## config.mk

```make
export PLATFORM = sky130hd
export DESIGN_NAME = adc_conversion_control
export DESIGN_NICKNAME = d
export VERILOG_FILES = /design/src/rtl/adc_pkg.sv /design/src/rtl/adc_conversion_control.sv /design/src/rtl/sar_core.sv
export VERILOG_INCLUDE_DIRS = /design/src /design/src/rtl
export SDC_FILE = /design/constraint.sdc
export NUM_CORES = 1
export LEC_CHECK = 0
export BUFFER_PORTS_ARGS = -buffer_cell sky130_fd_sc_hd__buf_2
export CAP_MARGIN = 20
export CELL_PAD_IN_SITES_DETAIL_PLACEMENT = 0
export CELL_PAD_IN_SITES_GLOBAL_PLACEMENT = 1
export CORE_ASPECT_RATIO = 1.1
export CORE_MARGIN = 2
export CORE_UTILIZATION = 44
export CTS_BUF_LIST = sky130_fd_sc_hd__clkbuf_8
export DETAILED_ROUTE_END_ITERATION = 7
export GPL_TIMING_DRIVEN = 1
export PLACE_DENSITY_LB_ADDON = 0.05
export SKIP_CTS_REPAIR_TIMING = 1
export SLEW_MARGIN = 40
export SYNTH_ARGS = -nofsm -noshare
export SYNTH_HDL_FRONTEND = slang
export SYNTH_HIERARCHICAL = 1
export SYNTH_SLANG_ARGS = --single-unit
```

## constraint.sdc

```tcl
create_clock -name pclk -period 6.9 [get_ports pclk]
set_clock_uncertainty 0.1 [all_clocks]
set_input_delay 0 -clock pclk [delete_from_list [all_inputs] [get_ports pclk]]
set_output_delay 0 -clock pclk [all_outputs]
set_load 0.1 [all_outputs]
```

## src/rtl/adc_consts.svh

```systemverilog
// Offsets, field positions, reset values and timing counts of the converter control
`ifndef ADC_CONSTS_SVH
`define ADC_CONSTS_SVH

// ----------------------------------------
// Register byte offsets
// ----------------------------------------
`define OFS_STATUS_CTRL 8'h3C
`define OFS_DATA 8'h40
`define OFS_CLK_CFG 8'h44
`define OFS_PORT_DATA 8'h48
`define OFS_PORT_DIR 8'h4C
`define OFS_PORT_PIN 8'h50

// ----------------------------------------
// Field positions and codes
// ----------------------------------------
`define SC_CONV_COMPLETE_FLAG_BIT 7
`define SC_IRQEN_BIT 6
`define SC_CONT_BIT 5
`define CH_POWER_DOWN 5'h1F
`define CH_COUNT 4

// ----------------------------------------
// Reset values
// ----------------------------------------
`define SC_RESET 8'h1F
`define CLK_RESET 8'h00
`define PORT_RESET 4'h0

// ----------------------------------------
// Timing
// ----------------------------------------
`define CONV_CLKS 16
`define SAMPLE_CLKS 8
`define OSC_PER_BUS 4

`endif

```

## src/rtl/adc_pkg.sv

```systemverilog
// Types shared by the converter control modules
package adc_pkg;

  typedef struct packed {
    logic conv_complete_flag;
    logic irq_en;
    logic cont;
    logic [4:0] ch;
  } status_ctrl_t;

  typedef struct packed {
    logic [2:0] div;
    logic osc_sel;
    logic [3:0] unused;
  } clk_cfg_t;

  typedef enum logic [1:0] {CTL_IDLE, CTL_RUN, CTL_STOPPED} ctl_state_t;

  typedef enum logic [1:0] {SAR_IDLE, SAR_SAMPLE, SAR_TRIAL} sar_state_t;

endpackage

```

## src/rtl/adc_conversion_control.sv

```systemverilog
// Converter control: channel mux, pin takeover, sequencing, flags and APB registers
// Summary of operation
// - Mux one of four channels into one converter; 8-bit successive approximation result.
// - Selected port pin forced to converter input; other pins stay under port control.
// - Port data or direction writes do not affect the selected pin.
// - Reading a selected pin gives 0 if direction is 0, else the data latch.
// - A conversion takes 16 to 17 converter clock cycles.
// - On completion write result to data register and set flag or request interrupt in the same cycle.
// - Continuous mode overwrites the result after every conversion, read or not.
// - Continuous mode runs until software clears the continuous bit or selects the power-down channel.
// - With interrupts disabled the completion flag sets after conversion and a data read clears it; control write loads it from bit 7.
// - Interrupt enabled: request per conversion, CPU if flag 0, DMA if flag 1.
// - With interrupts enabled the flag is not a completion indication.
// - Wait mode keeps converting; a CPU interrupt request wakes the processor, a DMA request does not.
// - Stop mode aborts pending conversion; conversions resume when stop ends.
// - Converter clock is oscillator or bus clock, divided by the divide field.
// - The oscillator clock runs at four times the bus clock.
`timescale 1ns/1ps
`default_nettype none
`include "adc_consts.svh"
module adc_conversion_control import adc_pkg::*; #(
  parameter int WIDTH = 8,
  parameter int PINS = `CH_COUNT
) (
  // Clock (oscillator rate) and reset
  input wire logic pclk,
  input wire logic presetn,
  // APB slave
  input wire logic psel,
  input wire logic penable,
  input wire logic pwrite,
  input wire logic [7:0] paddr,
  input wire logic [31:0] pwdata,
  input wire logic [3:0] pstrb,
  output logic [31:0] prdata,
  output logic pready,
  output logic pslverr,
  // Low-power state of the processor
  input wire logic stop_mode,
  input wire logic wait_mode,
  // Shared port pins
  input wire logic [PINS-1:0] shared_port_pins_in,
  output logic [PINS-1:0] shared_port_pins_out,
  output logic [PINS-1:0] shared_port_pins_oe_n,
  // Analog front end
  input wire logic comp_in,
  output logic [WIDTH-1:0] dac_code,
  output logic [1:0] selected_analog_input,
  output logic analog_enable,
  // Requests
  output logic cpu_irq,
  output logic dma_irq,
  output logic wake_req
);

  // ----------------------------------------
  // Synchronisers
  // ----------------------------------------
  logic [PINS-1:0] pin_s1_r, pin_s2_r;
  logic comp_s1_r, comp_s2_r;

  always_ff @(posedge pclk or negedge presetn) begin
    if (!presetn) begin
      pin_s1_r <= '0;
      pin_s2_r <= '0;
      comp_s1_r <= 1'b0;
      comp_s2_r <= 1'b0;
    end else begin
      pin_s1_r <= shared_port_pins_in;
      pin_s2_r <= pin_s1_r;
      comp_s1_r <= comp_in;
      comp_s2_r <= comp_s1_r;
    end
  end

  // ----------------------------------------
  // Registers and state
  // ----------------------------------------
  status_ctrl_t sc_r;
  clk_cfg_t clk_r;
  logic [WIDTH-1:0] data_r;
  logic [PINS-1:0] pdata_r, pdir_r;
  logic pready_r, pslverr_r;
  logic [31:0] prdata_r;
  logic cpu_irq_r, dma_irq_r, wake_r;
  ctl_state_t st_r;
  logic go_r, resume_r;
  logic [1:0] bus_div_r;
  logic [2:0] conv_div_r;
  logic tick_r;
  logic [1:0] asel_r;
  logic aen_r;
  logic [PINS-1:0] pin_out_r, pin_oe_n_r;

  // ----------------------------------------
  // APB decode
  // ----------------------------------------
  wire acc = psel & penable;
  // One wait state: the answer comes in the second access cycle
  wire xfer = acc & pready_r;
  wire wr = xfer & pwrite & pstrb[0];
  wire rd = xfer & ~pwrite;
  wire hit_sc = (paddr == `OFS_STATUS_CTRL);
  wire hit_data = (paddr == `OFS_DATA);
  wire hit_clk = (paddr == `OFS_CLK_CFG);
  wire hit_pdata = (paddr == `OFS_PORT_DATA);
  wire hit_pdir = (paddr == `OFS_PORT_DIR);
  wire hit_pin = (paddr == `OFS_PORT_PIN);
  wire mapped = hit_sc | hit_data | hit_clk | hit_pdata | hit_pdir | hit_pin;
  wire wr_sc = wr & hit_sc;
  wire rd_data = rd & hit_data;
  wire [4:0] wch = pwdata[4:0];

  // ----------------------------------------
  // Channel selection and pin takeover
  // ----------------------------------------
  wire power_down = (sc_r.ch == `CH_POWER_DOWN);
  wire ch_valid = (sc_r.ch < 5'(PINS)) & ~power_down;
  logic [PINS-1:0] pin_sel;
  logic [PINS-1:0] pin_read;

  genvar gi;
  generate
    for (gi = 0; gi < PINS; gi++) begin : g_pin
      assign pin_sel[gi] = ch_valid & (sc_r.ch[1:0] == 2'(gi));
      // Selected pin reads the latch only when its direction bit is set
      assign pin_read[gi] = pin_sel[gi] ? (pdir_r[gi] & pdata_r[gi]) :
                            (pdir_r[gi] ? pdata_r[gi] : pin_s2_r[gi]);
    end
  endgenerate

  // ----------------------------------------
  // Read data
  // ----------------------------------------
  logic [31:0] rdata_nxt;
  always_comb begin
    rdata_nxt = 32'h0000_0000;
    if (hit_sc) begin
      rdata_nxt[7:0] = sc_r;
    end else if (hit_data) begin
      rdata_nxt[WIDTH-1:0] = data_r;
    end else if (hit_clk) begin
      rdata_nxt[7:0] = {clk_r.div, clk_r.osc_sel, 4'h0};
    end else if (hit_pdata) begin
      rdata_nxt[PINS-1:0] = pdata_r;
    end else if (hit_pdir) begin
      rdata_nxt[PINS-1:0] = pdir_r;
    end else if (hit_pin) begin
      rdata_nxt[PINS-1:0] = pin_read;
    end
  end

  always_ff @(posedge pclk or negedge presetn) begin
    if (!presetn) begin
      pready_r <= 1'b0;
      pslverr_r <= 1'b0;
      prdata_r <= 32'h0000_0000;
    end else begin
      pready_r <= acc & ~pready_r;
      pslverr_r <= acc & ~pready_r & ~mapped;
      if (acc & ~pready_r & ~pwrite) begin
        prdata_r <= rdata_nxt;
      end
    end
  end

  // ----------------------------------------
  // Converter clock
  // ----------------------------------------
  // Bus clock is a quarter of the oscillator clock
  wire bus_en = (bus_div_r == 2'(`OSC_PER_BUS - 1));
  wire src_en = clk_r.osc_sel | bus_en;
  // A divide field of zero is taken as divide by one
  wire [2:0] div_last = (clk_r.div == 3'h0) ? 3'h0 : (clk_r.div - 3'h1);

  always_ff @(posedge pclk or negedge presetn) begin
    if (!presetn) begin
      bus_div_r <= 2'h0;
      conv_div_r <= 3'h0;
      tick_r <= 1'b0;
    end else begin
      bus_div_r <= bus_div_r + 2'h1;
      tick_r <= 1'b0;
      if (stop_mode) begin
        conv_div_r <= 3'h0;
      end else if (src_en) begin
        if (conv_div_r >= div_last) begin
          conv_div_r <= 3'h0;
          tick_r <= 1'b1;
        end else begin
          conv_div_r <= conv_div_r + 3'h1;
        end
      end
    end
  end

  // ----------------------------------------
  // Sequencing
  // ----------------------------------------
  logic sar_done;
  logic [WIDTH-1:0] sar_trial;
  wire restart = wr_sc & (wch != `CH_POWER_DOWN);
  wire sar_start = (st_r == CTL_IDLE) & go_r & ~stop_mode & ~power_down & ~wr_sc;
  wire sar_abort = stop_mode | power_down | wr_sc;

  sar_core #(.WIDTH(WIDTH)) u_sar (
    .pclk(pclk),
    .presetn(presetn),
    .start(sar_start),
    .abort(sar_abort),
    .tick(tick_r),
    .comp_hi(comp_s2_r),
    .trial_r(sar_trial),
    .done_r(sar_done),
    .busy()
  );

  always_ff @(posedge pclk or negedge presetn) begin
    if (!presetn) begin
      st_r <= CTL_IDLE;
      go_r <= 1'b0;
      resume_r <= 1'b0;
    end else begin
      case (st_r)
        CTL_IDLE: begin
          if (stop_mode) begin
            st_r <= CTL_STOPPED;
            resume_r <= go_r | restart | sc_r.cont;
          end else if (restart) begin
            go_r <= 1'b1;
          end else if (sar_start) begin
            st_r <= CTL_RUN;
            go_r <= 1'b0;
          end else if (power_down) begin
            go_r <= 1'b0;
          end
        end
        CTL_RUN: begin
          if (stop_mode) begin
            // Conversion in flight is lost
            st_r <= CTL_STOPPED;
            resume_r <= 1'b1;
          end else if (wr_sc) begin
            st_r <= CTL_IDLE;
            go_r <= restart;
          end else if (power_down) begin
            st_r <= CTL_IDLE;
          end else if (sar_done) begin
            st_r <= CTL_IDLE;
            go_r <= sc_r.cont;
          end
        end
        CTL_STOPPED: begin
          if (!stop_mode) begin
            st_r <= CTL_IDLE;
            go_r <= resume_r & ~power_down;
            resume_r <= 1'b0;
          end
        end
        default: st_r <= CTL_IDLE;
      endcase
    end
  end

  // ----------------------------------------
  // Control, data and completion
  // ----------------------------------------
  wire done_ok = sar_done & (st_r == CTL_RUN) & ~wr_sc;
  // Read clears the flag only while it serves as a completion flag
  wire conv_complete_flag_clr = rd_data & ~sc_r.irq_en;

  always_ff @(posedge pclk or negedge presetn) begin
    if (!presetn) begin
      sc_r <= `SC_RESET;
      clk_r <= `CLK_RESET;
      data_r <= '0;
      pdata_r <= `PORT_RESET;
      pdir_r <= `PORT_RESET;
    end else begin
      if (wr_sc) begin
        sc_r.conv_complete_flag <= pwdata[`SC_CONV_COMPLETE_FLAG_BIT];
        sc_r.irq_en <= pwdata[`SC_IRQEN_BIT];
        sc_r.cont <= pwdata[`SC_CONT_BIT];
        sc_r.ch <= wch;
      end else if (done_ok & ~sc_r.irq_en) begin
        sc_r.conv_complete_flag <= 1'b1;
      end else if (conv_complete_flag_clr) begin
        sc_r.conv_complete_flag <= 1'b0;
      end
      if (done_ok) begin
        data_r <= sar_trial;
      end
      if (wr & hit_clk) begin
        clk_r.div <= pwdata[7:5];
        clk_r.osc_sel <= pwdata[4];
      end
      // Latches still update; the pin driver masks the selected pin
      if (wr & hit_pdata) begin
        pdata_r <= pwdata[PINS-1:0];
      end
      if (wr & hit_pdir) begin
        pdir_r <= pwdata[PINS-1:0];
      end
    end
  end

  // ----------------------------------------
  // Requests
  // ----------------------------------------
  wire irq_set = done_ok & sc_r.irq_en;
  wire irq_clr = wr_sc | rd_data;

  always_ff @(posedge pclk or negedge presetn) begin
    if (!presetn) begin
      cpu_irq_r <= 1'b0;
      dma_irq_r <= 1'b0;
      wake_r <= 1'b0;
    end else begin
      // Set wins over a clear in the same cycle
      if (irq_set & ~sc_r.conv_complete_flag) begin
        cpu_irq_r <= 1'b1;
      end else if (irq_clr) begin
        cpu_irq_r <= 1'b0;
      end
      if (irq_set & sc_r.conv_complete_flag) begin
        dma_irq_r <= 1'b1;
      end else if (irq_clr) begin
        dma_irq_r <= 1'b0;
      end
      wake_r <= wait_mode & cpu_irq_r;
    end
  end

  // ----------------------------------------
  // Pin and analog drivers
  // ----------------------------------------
  always_ff @(posedge pclk or negedge presetn) begin
    if (!presetn) begin
      pin_out_r <= '0;
      pin_oe_n_r <= '1;
      asel_r <= 2'h0;
      aen_r <= 1'b0;
    end else begin
      pin_out_r <= pdata_r & ~pin_sel;
      pin_oe_n_r <= ~(pdir_r & ~pin_sel);
      asel_r <= sc_r.ch[1:0];
      aen_r <= ch_valid & ~stop_mode;
    end
  end

  // ----------------------------------------
  // Outputs
  // ----------------------------------------
  assign prdata = prdata_r;
  assign pready = pready_r;
  assign pslverr = pslverr_r;
  assign shared_port_pins_out = pin_out_r;
  assign shared_port_pins_oe_n = pin_oe_n_r;
  assign dac_code = sar_trial;
  assign selected_analog_input = asel_r;
  assign analog_enable = aen_r;
  assign cpu_irq = cpu_irq_r;
  assign dma_irq = dma_irq_r;
  assign wake_req = wake_r;

endmodule
`default_nettype wire

```

## src/rtl/sar_core.sv

```systemverilog
// Successive-approximation sequencer stepped by the conversion clock enable
`timescale 1ns/1ps
`default_nettype none
`include "adc_consts.svh"
module sar_core import adc_pkg::*; #(
  parameter int WIDTH = 8
) (
  // Clock and reset
  input wire logic pclk,
  input wire logic presetn,
  // Control
  input wire logic start,
  input wire logic abort,
  input wire logic tick,
  // Comparator, synchronised: high when input is at or above the trial level
  input wire logic comp_hi,
  // Results
  output logic [WIDTH-1:0] trial_r,
  output logic done_r,
  output logic busy
);

  sar_state_t state_r;
  logic [3:0] cnt_r;
  logic [WIDTH-1:0] bit_r;

  assign busy = (state_r != SAR_IDLE);

  // Sampling plus one trial per bit makes the conversion length
  always_ff @(posedge pclk or negedge presetn) begin
    if (!presetn) begin
      state_r <= SAR_IDLE;
      cnt_r <= 4'h0;
      bit_r <= '0;
      trial_r <= '0;
      done_r <= 1'b0;
    end else begin
      done_r <= 1'b0;
      if (abort) begin
        state_r <= SAR_IDLE;
      end else begin
        case (state_r)
          SAR_IDLE: begin
            if (start) begin
              state_r <= SAR_SAMPLE;
              cnt_r <= 4'(`SAMPLE_CLKS - 1);
            end
          end
          SAR_SAMPLE: begin
            if (tick) begin
              cnt_r <= cnt_r - 4'h1;
              if (cnt_r == 4'h0) begin
                state_r <= SAR_TRIAL;
                bit_r <= {1'b1, {(WIDTH-1){1'b0}}};
                trial_r <= {1'b1, {(WIDTH-1){1'b0}}};
              end
            end
          end
          SAR_TRIAL: begin
            if (tick) begin
              // Keep the bit if the input reached the trial level, then try the next
              trial_r <= (comp_hi ? trial_r : (trial_r & ~bit_r)) | (bit_r >> 1);
              bit_r <= bit_r >> 1;
              if (bit_r[0]) begin
                state_r <= SAR_IDLE;
                done_r <= 1'b1;
              end
            end
          end
          default: state_r <= SAR_IDLE;
        endcase
      end
    end
  end

endmodule
`default_nettype wire

```

==> metrics.txt, run 1 <==
result of the run complete, but fails checks; failing checks negative hold slack; cell with the largest stage delay on the worst path sky130_fd_sc_hd__and3_1; average via count per standard cell 5.24; cell-internal power 0.962 mW; power density cells 304 nW/um2; initial antenna violation count 0; count of antenna-violating nets left after detailed routing 0; family with the most delay on the worst path simple AND/OR/NAND/NOR gates; 1st-pass router iterations 4; Vert. Die Dim 114 um; post-synthesis sequential element count 95; maximum fanout encountered on the critical timing path 19; leading cell types in the layout, fill and taps excluded 86 x sky130_fd_sc_hd__dfrtp_1, 59 x sky130_fd_sc_hd__nand2_1, 59 x sky130_fd_sc_hd__buf_2, 42 x sky130_fd_sc_hd__inv_1, 24 x sky130_fd_sc_hd__conb_1; worst hold-check path type in2reg; number of pins exceeding their max-slew limit in the final report 0; Vias 3639; xor/xnor share of the synthesized area 0%; number of sinks handled by clock tree synthesis 95; Worst Path Required 7010 ps; area of the mapped netlist 4880 um2; net switching power of the design approximately 0.74 mW; cell with the most instances on the worst path sky130_fd_sc_hd__and3_1; maximum operating frequency between 300 and 400 MHz; number of global-route vias before repair 3506; Leak 2.62 nW; detailed-route DRC error count 0; Slew Limit Headroom 50.8%; RePlAce Congestion 0.807; number of violations of the max-capacitance limit 0; average wire per cell in the routed design between 15 and 20 um; switching fraction of total power 43.4%; TritonCTS clock tree yes; Clk pwr share 21.8%; CP bufs+invs 0; insertion delay to the later sink of the worst-skew pair 360 ps; part of the cycle the worst path needs a little over two fifths; number of unique standard cell types used by synthesis 70; synthesized-area fraction occupied by and/or/nand/nor cells a little under a fifth; deepest level of the CTS H-tree 3; min Tclk post-route 3030 ps; number of buffers on the longest clock path 2; actual slew at the worst max-slew pin ~740 ps; starting density of the core around 45%; sequential cell area fraction in the yosys report 48.9%; Combinational Power Share between 30% and 40%; number of nets at the end of the flow 615; overflow left after global routing 0; Core Region 10900 um2; worst setup path class reg2reg; CP Capture Type flop; Cells after Synth around 470; FILL cells 1026; count of inserted antenna diode cells 0; average footprint of a synthesized cell 10.5 um2; minimum hold slack -6.31 ps; Adder-Cell Fraction of Synth Area about 4.4%; Top FF cell, synth sky130_fd_sc_hd__dfrtp_1; most frequent standard cell in the layout excluding fill and tap cells sky130_fd_sc_hd__dfrtp_1; dominant combinational cell family by area after synthesis simple AND/OR/NAND/NOR gates; final-layout setup total negative slack 0 ps; yosys warns 6; TritonCTS Buffers 9; post-synthesis compound-gate area fraction 12.6%; Hold Vio Cnt, Final 1; port buffer count 60; clock tree root buffer cell sky130_fd_sc_hd__clkbuf_8; utilization after layout approximately 50%; EDFF count, synth 0; startpoint class of the critical path flop; maximum ir drop on the vdd rail 0.000189 V; Syn-to-layout area delta 14.4%; DPL Wire Length 7840 um; Ports between 100 and 150; Die X-Extent 104 um; power share of the sequential group 40.7%; crit-path cells and3_1 -> nand4_4 -> nand3b_1 -> a21oi_1 -> and3_1 -> o221ai_1; post-synthesis async set-or-reset flop share 100%; Max stage delay on crit path between 700 and 800 ps; placement row count 40; mux cell area share after synthesis between 6 and 7%; layout cell share with drive strength beyond 1 23.0%; wire length of the first global-routing pass 18200 um; Finish-stage setup viols 0; clock edge transition at the registers on the reported setup and hold paths around 90 ps; overall die area 12000 um2; overall global routing resource usage between 10% and 20%; overall routed net length ~11000 um; maximum number of pins on one net before global-route repair 50; setup repair after global routing missed its margin no; Worst EP arrival 3140 ps; number of violations reported at the end of detailed-routing iteration 0 207
metal layers:
metal | GRT usage, % | up-vias | wire length [um]
li1 | - | 1745 | -
met1 | 25.8 | 1806 | 5120
met2 | 31.9 | 74 | 5330
met3 | 3.19 | 14 | 429
met4 | 6.85 | 0 | 129
met5 | 0 | - | 0
cell usage after synthesis, drive strengths merged, types with 2 or more instances:
master,number,area (um2)
mux2,19,240
o21ai,17,85.1
ha,17,213
buf,35,275
o21a,2,15.0
mux2i,9,90.1
a31oi,5,31.3
o211ai,4,30.0
and4,3,26.3
o221ai,5,43.8
nor3,7,35.0
a21oi,22,114
dfrtp,86,2150
o31ai,2,15.0
nor4,5,31.3
nand4,8,65.1
clkbuf,5,20.0
and2,8,55.1
nand2b,2,12.5
o2bb2ai,2,17.5
nand3b,2,15.0
inv,41,154
dfstp,9,236
a222oi,4,40.0
a2bb2oi,2,35.0
nand3,7,40.0
nand2,61,239
nor2,21,78.8
and3,8,51.3
nor2b,6,37.5
a41oi,4,35.0
or2,2,12.5
o22ai,6,37.5
and4bb,2,28.8
nand4b,5,43.8
nor3b,3,33.8
and4b,4,42.5
layout make-up:
type	count	area, um2	share of cell area [%]
clock buffers	10	138	2.47
clock inverters	6	61.3	1.10
inverters	41	154	2.76
multi-input cells	312	2130	38.1
flip-flops and latches	95	2390	42.8
well taps	147	184	3.29
repair buffers	83	528	9.46
kinds of logic (layout without fill, tap and decap cells):
| logic type | count (synthesis) | after routing |
|---|---|---|
| adder cells (fa/ha/maj) | 17 | 17 |
| buffers and inverters | 81 | 140 |
| other | 1 | 24 |
| AO/OA/AOI/OAI | 87 | 87 |
| AND/OR/NAND/NOR | 156 | 156 |
| flip-flops | 95 | 95 |
| multiplexers | 28 | 28 |
power by group through the flow:
stage / sequential (mW) / clock (mW) / combinational [mW]
finish: 0.693 / 0.371 / 0.636
global placement: 0.703 / 0 / 0.619
detailed placement: 0.703 / 0 / 0.628
CTS: 0.693 / 0.382 / 0.630
floorplan: 0.904 / 0 / 0.318
global route: 0.705 / 0.404 / 0.686
state kept, by name, indices dropped and copies added, names as in the netlist, 2 cells and up:
name / cells
data_r: 8
prdata: 8
sc_r: 8
u_sar/bit_r: 8
u_sar/trial_r: 8
clk_r: 4
pdata_r: 4
pdir_r: 4
pin_s1_r: 4
pin_s2_r: 4
shared_port_pins_oe_n: 4
shared_port_pins_out: 4
u_sar/cnt_r: 4
conv_div_r: 3
bus_div_r: 2
selected_analog_input: 2
st_r: 2
u_sar/state_r: 2
through the flow:
stage / worst slack (ps) / instance area (um2) / cells / power, mW
after floorplan: 3960 / 4970 / 488 / 1.22
after global placement: 3910 / 5170 / 657 / 1.32
after detailed placement: 3930 / 5170 / 657 / 1.33
after CTS: 3900 / 5370 / 673 / 1.71
after global routing: 3610 / 5580 / 694 / 1.80
final: 3870 / 5580 / 694 / 1.70
worst register-to-register path, stage by stage (launching register included):
cell                       delay, ps
sky130_fd_sc_hd__dfrtp_1         410
sky130_fd_sc_hd__and3_1          200
sky130_fd_sc_hd__nand4_4         250
sky130_fd_sc_hd__nand3b_1        320
sky130_fd_sc_hd__a21oi_1         650
sky130_fd_sc_hd__and3_1          760
sky130_fd_sc_hd__o221ai_1        200
path summary, 6_finish.rpt:
kind / start / cells past startpoint / slack (ps) / endpoint
max: pready / 6 / 3870 / u_sar/trial_r[4]
min: paddr[7] / 4 / -6 / pslverr
max reg2reg: pready / 6 / 3870 / u_sar/trial_r[4]
min reg2reg: pin_s1_r[2] / 0 / 250 / pin_s2_r[2]
max in group asynchronous: presetn / 3 / 5560 / prdata[7]
min in group asynchronous: presetn / 2 / 90 / conv_div_r[2]
Note: power is estimated with default switching activity, not from simulation.
==> run 2, diff against run 1 <==
Settings changed: CORE_UTILIZATION 44 to 39.
Clock period 6.9 ns to 2.57 ns, I/O delays scaled along.
==> run 2 against run 1 <==
Against the previous run: cell count grew 2.6%; the run now ends clean; utilization shrank 4.6 points; sequential power grew to 2.7 times the previous value; worst setup slack lost 3700 ps; total power grew to 2.7 times the previous value; flip-flop and latch count is the same; highest routed layer unchanged.
==> metrics.txt, run 2 (synthesized netlist as in run 1, its figures left out) <==
result of the run completed (was complete, but fails checks); terminus of the critical flop-to-flop path conv_div_r[2] (was u_sar/trial_r[4]); number of nets at the end of the flow 626 (was 615); Reg-to-Reg Start clk_r[6] (was pready); deepest level of the CTS H-tree 3 (unchanged); met2 usage in global routing 27.0% (was 31.9%); Hold Vio Cnt, Final 0 (was 1); final-layout setup total negative slack 0 ps (unchanged); average via count per standard cell 5.12 (was 5.24); maximum ir drop on the vdd rail 0.000528 V (was 0.000189 V); pre-CTS setup slack 250 ps (was 3930 ps); maximum fanout encountered on the critical timing path 4 (was 19); overflow left after global routing 0 (unchanged); Critical Path Start clk_r[6] (was pready); min Tclk post-route 2360 ps (was 3030 ps); TritonCTS clock tree yes (unchanged); most congested layer reported by global routing met2 (unchanged); setup repair after global routing missed its margin no (unchanged); TritonCTS Buffers 9 (unchanged); leading cell types in the layout, fill and taps excluded 85 x sky130_fd_sc_hd__dfrtp_1, 59 x sky130_fd_sc_hd__nand2_1, 59 x sky130_fd_sc_hd__buf_2, 42 x sky130_fd_sc_hd__inv_1, 24 x sky130_fd_sc_hd__conb_1 (was 86 x sky130_fd_sc_hd__dfrtp_1, 59 x sky130_fd_sc_hd__nand2_1, 59 x sky130_fd_sc_hd__buf_2, 42 x sky130_fd_sc_hd__inv_1, 24 x sky130_fd_sc_hd__conb_1); count of antenna-violating nets left after detailed routing 0 (unchanged); number of global-route vias before repair 3542 (was 3506); Vert. Die Dim 121 um (was 114 um); Leak 2.68 nW (was 2.62 nW); FILL cells 1154 (was 1026); minimum hold slack 65.5 ps (was -6.31 ps); GR Util met3 3.00% (was 3.19%); power density cells 796 nW/um2 (was 304 nW/um2); number of violations of the max-capacitance limit 0 (unchanged); Worst EP arrival 2570 ps (was 3140 ps); setup ws final 211 ps (was 3870 ps); overall global routing resource usage 17.2% (was 19.3%); initial antenna violation count 0 (unchanged); layout cell share with drive strength beyond 1 24.6% (was 23.0%); placement row count 42 (was 40); Syn-to-layout area delta 16.5% (was 14.4%); number of sinks handled by clock tree synthesis 95 (unchanged); RePlAce Congestion 0.837 (was 0.807); number of pins exceeding their max-slew limit in the final report 0 (unchanged); Finish-stage setup viols 0 (unchanged); most frequent standard cell in the layout excluding fill and tap cells sky130_fd_sc_hd__dfrtp_1 (unchanged); Die X-Extent 111 um (was 104 um); Vias 3648 (was 3639); worst hold-check path type in2async (was in2reg); count of inserted antenna diode cells 0 (unchanged); Ports 112 (unchanged); insertion delay to the later sink of the worst-skew pair 370 ps (was 360 ps); Worst Path Required 2780 ps (was 7010 ps); average wire per cell in the routed design 15.6 um (was 15.9 um); Slew Limit Headroom 58.7% (was 50.8%); count of cells along the worst register-to-register path 10 (was 6); maximum number of pins on one net before global-route repair 48 (was 50); clock edge transition at the registers on the reported setup and hold paths 100 ps (was 90 ps); DPL Wire Length 8200 um (was 7840 um); worst setup path class reg2reg (unchanged); reg-to-reg setup timing slack 210 ps (was 3870 ps); clock tree root buffer cell sky130_fd_sc_hd__clkbuf_8 (unchanged); utilization after layout 46.8% (was 51.4%); overall die area 13400 um2 (was 12000 um2); number of buffers on the longest clock path 2 (unchanged); number of violations reported at the end of detailed-routing iteration 0 205 (was 207); wire length of the first global-routing pass 18400 um (was 18200 um); 1st-pass router iterations 5 (was 4); startpoint class of the critical path flop (unchanged); GR met1 Demand/Resource 23.6% (was 25.8%); part of the cycle the worst path needs 91.8% (was 44.0%); detailed-route DRC error count 0 (unchanged); maximum operating frequency 424 MHz (was 330 MHz); capturing instance or port of the critical path conv_div_r[2] (was u_sar/trial_r[4]); CP Capture Type flop (unchanged); starting density of the core 40.2% (was 44.9%); Core Region 12100 um2 (was 10900 um2); overall routed net length 11100 um (was 11000 um); port buffer count 60 (unchanged); actual slew at the worst max-slew pin 620 ps (was 738 ps)
## run 2: worst min path at each step
stage,start,to,cells past startpoint
2_1_floorplan,presetn,analog_enable,0
3_3_place_gp,presetn,conv_div_r[2],1
3_5_place_dp,presetn,conv_div_r[2],1
4_1_cts,presetn,conv_div_r[2],1
5_1_grt,presetn,conv_div_r[2],2
6_report,presetn,conv_div_r[2],2
## run 2: cell type report
type                    count  area (um2)  area share [%]
flip-flops and latches     95        2390            42.1
multi-input cells         312        2130            37.5
repair buffers             94         628            11.0
well taps                 154         193            3.39
inverters                  41         154            2.71
clock buffers              11         151            2.66
clock inverters             5        33.8           0.594
## run 2: routing by layer
layer / up-vias / share of wire [%]
met2: 89 / 47
met5: - / 0
li1: 1773 / -
met1: 1772 / 47
met4: 0 / 1.7
met3: 14 / 4.4
## run 2: metrics by stage
step / instances / power, mW / area [um2]
floorplan: 488 / 3.29 / 4980
global placement: 673 / 3.58 / 5270
detailed placement: 673 / 3.59 / 5270
CTS: 689 / 4.55 / 5460
global route: 712 / 4.78 / 5690
finish: 712 / 4.52 / 5690
## run 2: worst max-delay path: stages (launching register included)
cell,delay [ps]
sky130_fd_sc_hd__dfrtp_1,430
sky130_fd_sc_hd__or2_2,320
sky130_fd_sc_hd__inv_1,80
sky130_fd_sc_hd__ha_1,150
sky130_fd_sc_hd__nor2_1,40
sky130_fd_sc_hd__ha_1,270
sky130_fd_sc_hd__nand2b_1,140
sky130_fd_sc_hd__a21o_1,170
sky130_fd_sc_hd__a21oi_1,310
sky130_fd_sc_hd__o21ai_0,150
sky130_fd_sc_hd__a21oi_1,150
## run 2: power by group
group	switching (mW)	internal [mW]
Clock	0.536	0.403
Sequential	0.175	1.68
Combinational	1.27	0.455
==> run 3, diff against run 2 <==
Settings changed: ABC_AREA from default to 1, CORE_UTILIZATION 39 to 25.
==> run 3 against run 2 <==
Against the previous run: the flow now finishes with violations (negative hold slack); sequential power decreased by 8%; count of clock-buffer cells in the layout decreased by 2; critical endpoint is now u_sar/trial_r[5]; global-route usage decreased by 4.1 points; die area increased by 58%; via count increased by 11%; largest cell class unchanged.
==> metrics.txt, run 3 <==
number of nets at the end of the flow 782 (was 626); most frequent standard cell in the layout excluding fill and tap cells sky130_fd_sc_hd__nand2_1 (was sky130_fd_sc_hd__dfrtp_1); crit-path cells nand2_1 -> nor2_1 -> nor2_1 -> nand2_1 -> inv_2 -> nand2_2 -> nor2_2 -> nand2_2 -> buf_12 -> nand2_1 -> o21ai_2 (was or2_2 -> inv_1 -> ha_1 -> nor2_1 -> ha_1 -> nand2b_1 -> a21o_1 -> a21oi_1 -> o21ai_0 -> a21oi_1); power density cells 687 nW/um2 (was 796 nW/um2); area share of the largest cell type after synthesis 43.0% (was 44.1%); Adder-Cell Fraction of Synth Area 4.25% (was 4.36%); area of the mapped netlist 5010 um2 (was 4880 um2); Leak 3.08 nW (was 2.68 nW); cell with the most instances on the worst path sky130_fd_sc_hd__nand2_1; overall die area 21200 um2 (was 13400 um2); Yosys top cell by area sky130_fd_sc_hd__dfrtp_1 (unchanged); Worst Path Required 2780 ps (about the same); Final Instance Area 5910 um2 (was 5690 um2); CP Capture Type flop (unchanged); Top FF cell, synth sky130_fd_sc_hd__dfrtp_1 (unchanged); setup ws final 339 ps (was 211 ps); yosys warns 6 (unchanged); port buffer count 60 (unchanged); Max stage delay on crit path 620 ps (was 430 ps); number of unique standard cell types used by synthesis 34 (was 70); Finish-stage setup viols 0 (unchanged); Hold Vio Cnt, Final 3 (was 0); maximum operating frequency 448 MHz (was 424 MHz); startpoint class of the critical path flop (unchanged); result of the run complete, but fails checks (was completed); starting density of the core 25.4% (was 40.2%); dominant combinational cell family by area after synthesis simple AND/OR/NAND/NOR gates (unchanged); Ports 112 (unchanged); number of buffers on the longest clock path 2 (unchanged); Pwr Total 4.06 mW (was 4.52 mW); clock edge transition at the registers on the reported setup and hold paths 100 ps (about the same); utilization after layout 30.0% (was 46.8%); min Tclk post-route 2230 ps (was 2360 ps); average footprint of a synthesized cell 8.00 um2 (was 10.5 um2); xor/xnor share of the synthesized area 0% (unchanged); detailed-route DRC error count 0 (unchanged); EDFF count, synth 0 (unchanged); leading cell types in the layout, fill and taps excluded 201 x sky130_fd_sc_hd__nand2_1, 85 x sky130_fd_sc_hd__dfrtp_1, 73 x sky130_fd_sc_hd__inv_1, 59 x sky130_fd_sc_hd__buf_2, 45 x sky130_fd_sc_hd__o21ai_0 (was 85 x sky130_fd_sc_hd__dfrtp_1, 59 x sky130_fd_sc_hd__nand2_1, 59 x sky130_fd_sc_hd__buf_2, 42 x sky130_fd_sc_hd__inv_1, 24 x sky130_fd_sc_hd__conb_1); actual slew at the worst max-slew pin 592 ps (was 620 ps); RePlAce Congestion 0.760 (was 0.837); insertion delay to the later sink of the worst-skew pair 380 ps (was 370 ps); worst setup path class reg2reg (unchanged); Worst EP arrival 2440 ps (was 2570 ps); cell count after placement 932 (was 673); DP Area 5520 um2 (was 5270 um2); pre-CTS setup slack 347 ps (was 250 ps); cell with the largest stage delay on the worst path sky130_fd_sc_hd__dfstp_2 (was sky130_fd_sc_hd__dfrtp_1); layout cell share with drive strength beyond 1 17.9% (was 24.6%); mux cell area share after synthesis 0% (was 6.77%); post-synthesis sequential element count 95 (unchanged); count of inserted antenna diode cells 0 (unchanged); placement row count 54 (was 42); sequential cell area fraction in the yosys report 47.7% (was 48.9%); maximum ir drop on the vdd rail 0.000545 V (was 0.000528 V); count of antenna-violating nets left after detailed routing 0 (unchanged); Cells after Synth 626 (was 465); part of the cycle the worst path needs 86.8% (was 91.8%); Die X-Extent 139 um (was 111 um); clock tree root buffer cell sky130_fd_sc_hd__clkbuf_8 (unchanged); average wire per cell in the routed design 14.0 um (was 15.6 um); Vias 4060 (was 3648); worst hold-check path type in2reg (was in2async); leading cell types by count after synthesis 201 x sky130_fd_sc_hd__nand2_1, 86 x sky130_fd_sc_hd__dfrtp_1, 72 x sky130_fd_sc_hd__inv_1, 45 x sky130_fd_sc_hd__o21ai_0, 42 x sky130_fd_sc_hd__nor2_1 (was 86 x sky130_fd_sc_hd__dfrtp_1, 59 x sky130_fd_sc_hd__nand2_1, 41 x sky130_fd_sc_hd__inv_1, 27 x sky130_fd_sc_hd__buf_4); number of pins exceeding their max-slew limit in the final report 0 (unchanged); maximum number of pins on one net before global-route repair 53 (was 48); TritonCTS clock tree yes (unchanged); CP bufs+invs 2 (was 1); number of violations reported at the end of detailed-routing iteration 0 150 (was 205); overall routed net length 13500 um (was 11100 um); overall global routing resource usage 13.2% (was 17.2%); family with the most delay on the worst path simple AND/OR/NAND/NOR gates (was compound AO/OA/AOI/OAI gates); Post-Layout Cell Count 966 (was 712); minimum hold slack -30.6 ps (was 65.5 ps); deepest level of the CTS H-tree 3 (unchanged); maximum fanout encountered on the critical timing path 30 (was 4); cell with the most instances after synthesis sky130_fd_sc_hd__nand2_1 (was sky130_fd_sc_hd__dfrtp_1); Syn-to-layout area delta 18.0% (was 16.5%); average via count per standard cell 4.20 (was 5.12); setup repair after global routing missed its margin no (unchanged); number of global-route vias before repair 4095 (was 3542); Slew Limit Headroom 60.5% (was 58.7%); overflow left after global routing 0 (unchanged); TritonCTS Buffers 9 (unchanged); post-synthesis compound-gate area fraction 9.60% (was 12.6%); post-synthesis async set-or-reset flop share 100% (unchanged); DPL Wire Length 10100 um (was 8200 um); number of violations of the max-capacitance limit 0 (unchanged); initial antenna violation count 0 (unchanged); ranking of synthesized cells by area sky130_fd_sc_hd__dfrtp_1 43%, sky130_fd_sc_hd__nand2_1 15%, sky130_fd_sc_hd__inv_1 5.4%, sky130_fd_sc_hd__dfstp_2 4.7%, sky130_fd_sc_hd__o21ai_0 4.5% (was sky130_fd_sc_hd__dfrtp_1 44%, sky130_fd_sc_hd__dfstp_2 4.8%, sky130_fd_sc_hd__nand2_1 4.5%, sky130_fd_sc_hd__ha_1 4.4%, sky130_fd_sc_hd__buf_4 4.2%); synthesized-area fraction occupied by and/or/nand/nor cells 27.3% (was 18.0%); number of sinks handled by clock tree synthesis 95 (unchanged); Vert. Die Dim 152 um (was 121 um); Core Region 19700 um2 (was 12100 um2); wire length of the first global-routing pass 22000 um (was 18400 um); final-layout setup total negative slack 0 ps (unchanged); 1st-pass router iterations 4 (was 5); failing checks negative hold slack
-- run 3: area by class of cell --
| class | count | area, um2 |
|---|---|---|
| fill | 2150 | 13800 |
| multi-input combinational | 440 | 2150 |
| inverter | 79 | 297 |
| timing repair buffer | 84 | 553 |
| sequential | 95 | 2390 |
| clock inverter | 7 | 82.6 |
| tap | 252 | 315 |
| clock buffer | 9 | 124 |
-- run 3: logic make-up (layout without fill, tap and decap cells) --
kind of cell             after synthesis  in the layout
AO/OA/AOI/OAI                         82             82
adder cells (fa/ha/maj)               17             17
buffers and inverters                114            179
flip-flops                            95             95
other                                  1             24
AND/OR/NAND/NOR                      317            317
-- run 3: worst paths after layout --
| check | cells past startpoint | slack [ps] | end | from |
|---|---|---|---|---|
| setup / recovery | 11 | 340 | u_sar/trial_r[5] | sc_r[1] |
| hold / removal | 5 | -30 | sc_r[5] | pstrb[0] |
| hold reg to reg | 0 | 260 | pin_s2_r[1] | pin_s1_r[1] |
| setup reg to reg | 11 | 340 | u_sar/trial_r[5] | sc_r[1] |
| max in group asynchronous | 3 | 1610 | u_sar/trial_r[7] | presetn |
| min in group asynchronous | 2 | 60 | analog_enable | presetn |
-- run 3: power by group --
group          switching (mW)  internal (mW)
clock network           0.602          0.466
registers               0.102           1.61
logic                   0.924          0.354
-- run 3: metal layers --
metal | vias up | share of wire (%) | GRT usage [%]
met3 | 14 | 3.7 | 2.33
met1 | 1872 | 47 | 17.3
li1 | 2099 | - | -
met4 | 0 | 1.6 | 4.47
met2 | 75 | 47 | 22.0
met5 | - | 0 | 0
-- run 3: worst reg2reg max path, stage by stage (launching register included) --
cell and delay, ps:
sky130_fd_sc_hd__dfstp_2 620, sky130_fd_sc_hd__nand2_1 120, sky130_fd_sc_hd__nor2_1 300, sky130_fd_sc_hd__nor2_1 110
sky130_fd_sc_hd__nand2_1 270, sky130_fd_sc_hd__inv_2 120, sky130_fd_sc_hd__nand2_2 80, sky130_fd_sc_hd__nor2_2 40
sky130_fd_sc_hd__nand2_2 70, sky130_fd_sc_hd__buf_12 200, sky130_fd_sc_hd__nand2_1 100, sky130_fd_sc_hd__o21ai_2 60
